[config.mk]
export PLATFORM = sky130hd
export DESIGN_NAME = lhp_port
export DESIGN_NICKNAME = d
export VERILOG_FILES = /design/src/lhp_pkg.sv /design/src/lhp_port.sv
export SDC_FILE = /design/constraint.sdc
export NUM_CORES = 1
export LEC_CHECK = 0
export ABC_AREA = 1
export BUFFER_PORTS_ARGS = -buffer_cell sky130_fd_sc_hd__buf_4
export CAP_MARGIN = 20
export CORE_MARGIN = 2
export CORE_UTILIZATION = 30
export DETAILED_ROUTE_END_ITERATION = 10
export RECOVER_POWER = 100
export SETUP_SLACK_MARGIN = 0.4
export SYNTH_ARGS = -nofsm -noshare
export SYNTH_HDL_FRONTEND = slang
export SYNTH_SLANG_ARGS = --single-unit
[constraint.sdc]
create_clock -name clk -period 3.2 [get_ports clk]
set_clock_uncertainty 0.1 [all_clocks]
set_input_delay 0.32 -clock clk [delete_from_list [all_inputs] [get_ports clk]]
set_output_delay 0.32 -clock clk [all_outputs]
set_load 0.02 [all_outputs]
[src/lhp_pkg.sv]
// Shared types and constants for the LCD host nibble port
package lhp_pkg;
    // System clock and the internal oscillator it stands in for
    localparam int unsigned SysClkHz = 100_000_000;
    localparam int unsigned OscHz = 80_000;
    localparam int unsigned OscDiv = SysClkHz / OscHz;
    localparam logic [10:0] OscDivLast = 11'(OscDiv - 1);
    // Frame geometry in oscillator periods
    localparam logic [5:0] ClksPerSlot = 6'h3c;
    localparam logic [4:0] SlotsPerFrame = 5'h12;
    // Least reset-low width, in microseconds, for the far side
    localparam int unsigned ResetLowWidthUs = 1200;
    localparam int unsigned ResetLowWidthCyc =
        ResetLowWidthUs * (SysClkHz / 1_000_000);
    // Interface-width command: upper nibble 001x selects width by bit 4
    localparam logic [2:0] WidthCmdTop = 3'h1;
    localparam int unsigned WidthBit = 4;

    // Bus-side signals of one strobe
    typedef struct packed {
        logic strobe;
        logic registerSelectLine;
        logic readNotWrite;
        logic [7:0] hostDataLine;
    } lhp_bus_t;

    // One assembled transfer handed inward
    typedef struct packed {
        logic registerSelectLine;
        logic [7:0] data;
    } lhp_word_t;

    typedef enum logic [1:0] {
        PH_UPPER = 2'b01,
        PH_LOWER = 2'b10
    } lhp_phase_t;

    // Complete state of the port
    typedef struct packed {
        logic strobePrev;
        logic halfByte;
        lhp_phase_t phase;
        logic [3:0] upperHeld;
        logic [7:0] readData;
        logic [10:0] oscCnt;
        logic oscTick;
        logic [5:0] slotClk;
        logic [4:0] slot;
        logic frameTick;
        logic [1:0] bufCnt;
        lhp_word_t buf0;
        lhp_word_t buf1;
        logic outValid;
        logic inReady;
        logic dataOe;
    } lhp_state_t;
endpackage : lhp_pkg

[src/lhp_port.sv]
// Host-side parallel port with nibble sequencing and frame timing
`timescale 1ns/1ns
`default_nettype none
// Overview of operation
// Internal 80 kHz tick, 12.5 us period
// Frame is 60 clocks times 18 slots
// Byte moves in one or two strobes
// Half-byte mode ignores lower four lines
// Upper nibble first, lower nibble second
// Host polls busy only after both halves
// Status read returned as two nibbles
// Reset held low at least 1.2 ms; the port never times it and the testbench releases it after two clocks
// Bad supply ramp needs instruction initialisation
// No busy poll before last width command
// Width command 0010 sent as one byte
// Nibble phase toggles, resets on width change
module lhp_port
    import lhp_pkg::*;
(
    input wire logic clk, // 100 MHz clock
    input wire logic resetn, // Async reset, active low
    input wire lhp_bus_t bus, // Host strobe, select, direction, data
    input wire logic busyIndication, // Core busy state
    input wire logic [6:0] addressCounter, // Core address counter
    input wire logic [7:0] dataIn, // Core read data for data reads
    input wire logic outReady, // Core accepts a word
    output logic outValid, // Word waiting for core
    output lhp_word_t outWord, // Assembled word
    output logic inReady, // Buffer has room
    output logic [7:0] hostDataOut, // Read data to host lines
    output logic hostDataOe, // High while driving host lines
    output logic halfByteMode, // Current transfer width
    output logic oscTick, // One pulse per oscillator period
    output logic frameTick // One pulse per frame
);
    lhp_state_t s_q, s_d;
    logic fall, writeDone, pop;
    lhp_word_t inWord;
    logic [7:0] readByte;

    // Assemble nibbles into a byte, upper half first
    function automatic logic [7:0] joinNib(input logic [3:0] hi,
                                           input logic [3:0] lo);
        joinNib = {hi, lo};
    endfunction : joinNib

    always_comb
    begin
        s_d = s_q;
        fall = s_q.strobePrev & ~bus.strobe;
        writeDone = 1'b0;
        inWord = '0;
        inWord.registerSelectLine = bus.registerSelectLine;
        s_d.strobePrev = bus.strobe;
        // Drive enable registered so the pin never follows a raw input
        s_d.dataOe = bus.strobe & bus.readNotWrite;
        // Status byte or core data, latched per read
        readByte = bus.registerSelectLine ? dataIn
            : {busyIndication, addressCounter};
        // Oscillator stand-in: divider tick
        s_d.oscTick = 1'b0;
        if (s_q.oscCnt == OscDivLast)
        begin
            s_d.oscCnt = '0;
            s_d.oscTick = 1'b1;
        end
        else
            s_d.oscCnt = s_q.oscCnt + 11'h1;
        // Frame: 60 ticks per slot, 18 slots
        s_d.frameTick = 1'b0;
        if (s_q.oscTick)
        begin
            if (s_q.slotClk == ClksPerSlot - 6'h1)
            begin
                s_d.slotClk = '0;
                if (s_q.slot == SlotsPerFrame - 5'h1)
                begin
                    s_d.slot = '0;
                    s_d.frameTick = 1'b1;
                end
                else
                    s_d.slot = s_q.slot + 5'h1;
            end
            else
                s_d.slotClk = s_q.slotClk + 6'h1;
        end
        // Present read data every cycle the read strobe stands high; nibble picked by phase
        if (bus.strobe && bus.readNotWrite)
        begin
            if (!s_q.halfByte)
                s_d.readData = readByte;
            else if (s_q.phase == PH_UPPER)
                s_d.readData = {readByte[7:4], 4'h0};
            else
                s_d.readData = {s_q.upperHeld, 4'h0};
        end
        // Strobe falling edge completes a bus cycle
        if (fall)
        begin
            if (!s_q.halfByte)
            begin
                inWord.data = bus.hostDataLine;
                writeDone = ~bus.readNotWrite;
            end
            else if (s_q.phase == PH_UPPER)
            begin
                // Only upper lines matter; keep half for second cycle
                s_d.upperHeld = bus.readNotWrite ? readByte[3:0]
                    : bus.hostDataLine[7:4];
                s_d.phase = PH_LOWER;
            end
            else
            begin
                inWord.data = joinNib(s_q.upperHeld,
                    bus.hostDataLine[7:4]);
                writeDone = ~bus.readNotWrite;
                s_d.phase = PH_UPPER;
            end
            // Width command switches mode and realigns the phase
            if (writeDone && !bus.registerSelectLine
                && inWord.data[7:5] == WidthCmdTop)
            begin
                s_d.halfByte = ~inWord.data[WidthBit];
                s_d.phase = PH_UPPER;
            end
        end
        // Two-entry buffer; a write arriving while full is dropped, as inReady warns
        pop = outReady && (s_q.bufCnt != 2'h0);
        if (pop)
        begin
            s_d.buf0 = s_q.buf1;
            s_d.bufCnt = s_q.bufCnt - 2'h1;
        end
        if (writeDone && s_q.bufCnt != 2'h2)
        begin
            if (s_d.bufCnt == 2'h0)
                s_d.buf0 = inWord;
            else
                s_d.buf1 = inWord;
            s_d.bufCnt = s_d.bufCnt + 2'h1;
        end
        // Flags registered alongside the count they describe
        s_d.outValid = s_d.bufCnt != 2'h0;
        s_d.inReady = s_d.bufCnt != 2'h2;
    end

    // Single register for all port state
    always_ff @(posedge clk or negedge resetn)
    begin
        if (!resetn)
        begin
            s_q <= '0;
            s_q.phase <= PH_UPPER;
        end
        else
            s_q <= s_d;
    end

    // Outputs straight from state
    assign outValid = s_q.outValid;
    assign outWord = s_q.buf0;
    assign inReady = s_q.inReady;
    assign hostDataOut = s_q.readData;
    assign hostDataOe = s_q.dataOe;
    assign halfByteMode = s_q.halfByte;
    assign oscTick = s_q.oscTick;
    assign frameTick = s_q.frameTick;
endmodule : lhp_port
`default_nettype wire

## Word level (Yosys, flattened, before mapping)

Index checks and enable logic that the tools add are counted.

- Add/subtract/negate cells: 5
- Eq/ne operators: 7
- Multiplexer cells: 27
- Bitwise operators: 6
- Reductions and logical operators: 15

Operators with widths:

| kind | count |
|---|---|
| 8-bit two-way mux | 7 |
| 11-bit two-way mux | 2 |
| 20-bit two-way mux | 1 |
| 9-bit two-way mux | 2 |
| 6-bit two-way mux | 2 |
| 11-bit by 1-bit adder with 11-bit output, second input constant | 1 |
| 11-bit == test, second input constant | 1 |
| 1-bit two-way mux | 8 |
| 4-bit two-way mux | 2 |
| 2-bit AND reduction | 4 |
| 6-bit by 1-bit adder with 6-bit output, second input constant | 1 |
| 6-bit == test, second input constant | 1 |
| 2-bit nonzero test | 3 |
| 5-bit by 1-bit adder with 5-bit output, second input constant | 1 |
| 5-bit == test, second input constant | 1 |
| 1-bit logical AND | 5 |
| 5-bit two-way mux | 1 |
| 2-bit two-way mux | 2 |
| 2-bit != test, second input constant | 2 |
| 1-bit NOT | 4 |
| 3-bit by 1-bit == test with 1-bit output, second input constant | 1 |
| 3-bit AND reduction | 1 |
| 2-bit by 1-bit adder with 2-bit output, second input constant | 1 |
| 1-bit bitwise AND | 2 |
| other kinds (4) | 4 |

- Flip-flop bits (word level): 63
- Input bits: 30
- Output and inout port bits: 23
- Word-level logic and storage cells: 78

## Depth between registers and ports, before layout

- Word-level depth: 8
- Mapped depth: 12
- Depth with buffers taken out: 10

## Least setup slack after synthesis

No wires, ideal clock.

- Kind: register to register
- Start point: register s_q[21] (netlist name)
- End point: register s_q[3] (netlist name)
- Library setup time: 123 ps
- Arrival time: 1,757 ps
- Data required time: 2,977 ps
- Setup slack: 1,219 ps
- Cell stages (with the launch flop): 12
- Path buffers: 2
- Clock period less this slack: 1,981 ps
- Cell sequence: dfrtp_1 inv_1 ha_1 inv_1 nand2_2 xor2_1 ha_1 or2_1 buf_6 buf_6 nand2_1 o21ai_1

- Cells in the longest elaborated chain, start to end: 6
- Elaborated cells on any way between the ends: 9
- Those cells by class: 1 x add/sub; 1 x eq/ne; 1 x mux; 1 x bitwise; 5 x reduce/logical

RTL lines:

| item | RTL line | text |
|---|---|---|
| from (decl) | lhp_port.sv:36 | `lhp_state_t s_q, s_d;` |
| parallel branches: the longest is 5 deep, another holds 2-bit by 1-bit subtractor with 2-bit output | n/a |  |
| 2-bit AND reduction (no source line) (*) | n/a |  |

Every way passes the cells marked *.
A chain may end at the register's enable or synchronous reset.

## Worst setup path after layout

Ends and elaborated chain as after synthesis.

==> flow_summary_export.csv <==
group,metric,value,unit
grt,grt_pass1_wl,11820,um
routing,via_count,2586,
timing,slew_headroom,-0.03652,
power,p_int,1.646,mW
synthesis,synth_top_area_cell,"dfrtp_1",
grt,grtUsageTotal,0.1298,
placement,io_buffers,52,
clocking,root_buffer,"clkbuf_8",
setup_path,worst_setup_path_start_kind,"flop",
run_status,run_status,"finished with violations",
timing,worst_slew_pin_slew,1.555,ns
power,switchingPower,871.6,uW
power,switching_share,0.3463,
clocking,clk_path_buf_depth,2,
routing,routed.top_layer,"met4",
setup_path,r2r_setup_slack,0.67,ns
finish,layout-drive-gt1-share,0.1238,
setup_path,worstPathRequired,3.30,ns
synthesis,synth_nets,420,
floorplanning,start_util,0.3043,
synthesis,synthCells,382,
synthesis,yosys.area.top_type_share,0.4766,
placement,gp_congestion,0.7665,
setup_path,arrival,2.63,ns
synthesis,ys_seq_elements,63,
grt,antenna_found_initial,0,
power,p_clk_frac,0.297,
clocking,cts_made_buffers,9,
floorplanning,fp.dieW,108.2,um
run_status,violations,"max-capacitance violations, max-slew violations",
synthesis,ys_seq_area_frac,0.4846,
synthesis,synthDistinctLibCells,37,
synthesis,syn_area,0.003256,mm^2
power,power,2.517,mW
clocking,path_clk_slew,0.07,ns
placement,dpl.cell_count,548,
routing,routed-wl-met3,268,um
floorplanning,core_area,0.01070,mm^2
clocking,ctsResizeCount,0,
routing,via_per_inst,4.553,
timing,final_hold_viol_count,0,
clocking,cts.sinks,63,
grt,grt_pass1_vias,2535,
floorplanning,rows,38,
timing,fin_crit_sh,0.7894,
power,combPwrFrac,0.270,
finish,layout_commonest_cell,"nand2_1",
timing,timing.final.crit_period,2.526,ns
timing,slew_viol_final,64,
power,power.leakage,1.813,nW
synthesis,async_flop_share,1.000,
flow_run,cap_violations,1,
floorplanning,die_h,108.2,um
synthesis,synth_area_leaders,"dfrtp_1, nand2_1, inv_1",
synthesis,synth_warnings,0,
power,p_seq_frac,0.433,
floorplanning,ioPinCount,53,
clocking,insertion_delay,0.34,ns
setup_path,reg2reg_depth,9,
timing,setup_slack,0.6740,ns
timing,finalSetupTns,0,ns
min_path,whs_path_depth,3,
min_path,min_to,"s_q[56]$_DFFE_PN0P_",
min_path,hold_path.startpoint,"bus[5]",
setup_path,rr_endpoint,"s_q[3]$_DFFE_PN0P_",
synthesis,avgSynthCellArea,8.523,um^2
floorplanning,dieArea,0.01170,mm^2
placement,post-dp-hpwl,5041,um
routing,first_pass_iters,4,
synthesis,synth_edf_count,0,
routing,route.detailed.drc,0,
finish,fillers,1157,
finish,fin_util,0.3495,
power,irDropWorstVdd,0.2456,mV
timing,setup_violations,0,
grt,grt_max_degree,64,
setup_path,r2r_start,"s_q[21]$_DFF_PN0_",
routing,routed-wl-met2,3374,um
finish,nets,461,
finish,antenna-diode-count,0,
routing,routed_wl,7127,um
grt,overflow,0,
setup_path,end_kind,"flop",
clocking,htreeDepth,3,
finish,layout_common_cells,"nand2_1, dfrtp_1, inv_1",
synthesis,synth_flop_cell,"dfrtp_1",
finish,area_delta_synth_final,14.83,%
routing,wl_per_cell,12.55,um
routing,met1Wirelength,3374,um
setup_path,crit_fanout,18,
placement,dp_slack,0.5767,ns
timing,rsz0062_at_grt,"no",
setup_path,setup.worst_path.class,"reg -> reg",
clocking,cts_tree,"built",
timing,fmax,395.9,MHz
power,powerDensity,673.3,mW/mm^2
min_path,hold_class,"in -> reg",
routing,ant_nets,0,
routing,drt_first_iter_violations,120,
finish,final_cells,568,
[sequential cells by signal (all words and copies together) (netlist names)]
register	flops
s_q	40
outWord	9
hostDataOut	8
frameTick	1
halfByteMode	1
hostDataOe	1
inReady	1
oscTick	1
outValid	1
[stage by stage]
| stage | area, um^2 | hold WS, ns |
|---|---|---|
| after floorplan | 3256 | -0.07559 |
| after global placement | 3631 | 0.3594 |
| after detailed placement | 3631 | 0.3598 |
| after CTS | 3846 | 0.006972 |
| after global routing | 3739 | 0.1470 |
| final | 3739 | 0.1684 |
[cells by family after synthesis]
| family | synth area share |
|---|---|
| buf+inv | 0.1161 |
| xor+xnor | 0.02690 |
| flops | 0.4846 |
| compound gates | 0.1091 |
| simple gates | 0.2264 |
| mux | 0.006149 |
| fa+ha+maj | 0.03075 |
[layout make-up]
cell class                      count  area, um^2  area share
Clock inverter                      4       70.07     0.01874
Tap cell                          140       175.2     0.04685
Timing Repair Buffer               56       329.1     0.08802
Clock buffer                       12       135.1     0.03614
Sequential cell                    63        1578      0.4220
Multi-Input combinational cell    243        1264      0.3380
Inverter                           50       187.7     0.05020
[how the worst max path moves through the flow]
| stage | from | to | slack, ns |
|---|---|---|---|
| after floorplan | s_q[21]$_DFF_PN0_ | s_q[3]$_DFFE_PN0P_ | 1.22 |
| after global placement | s_q[21]$_DFF_PN0_ | outWord[3]$_DFF_PN0_ | 0.77 |
| after detailed placement | s_q[21]$_DFF_PN0_ | outWord[3]$_DFF_PN0_ | 0.58 |
| after CTS | s_q[21]$_DFF_PN0_ | outWord[3]$_DFF_PN0_ | 0.56 |
| after global routing | s_q[21]$_DFF_PN0_ | s_q[5]$_DFFE_PN0P_ | 0.35 |
| final | s_q[21]$_DFF_PN0_ | s_q[3]$_DFFE_PN0P_ | 0.67 |
[repair_timing]
item                       in CTS  in global routing
setup endpoints to repair       0                  9
buffers inserted                0                  2
hold buffers                    1                  1
hold endpoints to repair       13                  1
[cell usage after synthesis, types with 7 or more instances]
cell      count
xor2_1        8
ha_1          8
o21ai_0      24
nand3_1      16
dfrtp_1      62
nand4_1      10
nor2_1       22
o211ai_1      9
buf_4        17
nand2_1      93
inv_1        46
a21oi_1       7
nor3_1        8
[per-layer routing]
layer,GRT usage,vias up
met2,0.2075,46
li1,-,1300
met4,0.05678,0
met1,0.1674,1231
met3,0.03134,9
met5,0,-
[power groups by stage]
stage | Sequential (mW) | Combinational (mW) | Clock (mW)
floorplan | 1.09 | 0.617 | 0
global placement | 1.11 | 0.749 | 0
detailed placement | 1.11 | 0.772 | 0
CTS | 1.10 | 0.776 | 0.760
global route | 1.11 | 0.787 | 0.805
finish | 1.09 | 0.680 | 0.748
[critical path, stage by stage, from the launching register on]
cell and delay (ns):
dfrtp_1 0.36, inv_1 0.07, ha_1 0.19, inv_1 0.12, nand2_1 0.35, xor2_1 0.29, ha_1 0.26, or2_1 0.43
nand2_1 0.13, o21ai_0 0.08
No activity file was read; power rests on OpenSTA's default activity.
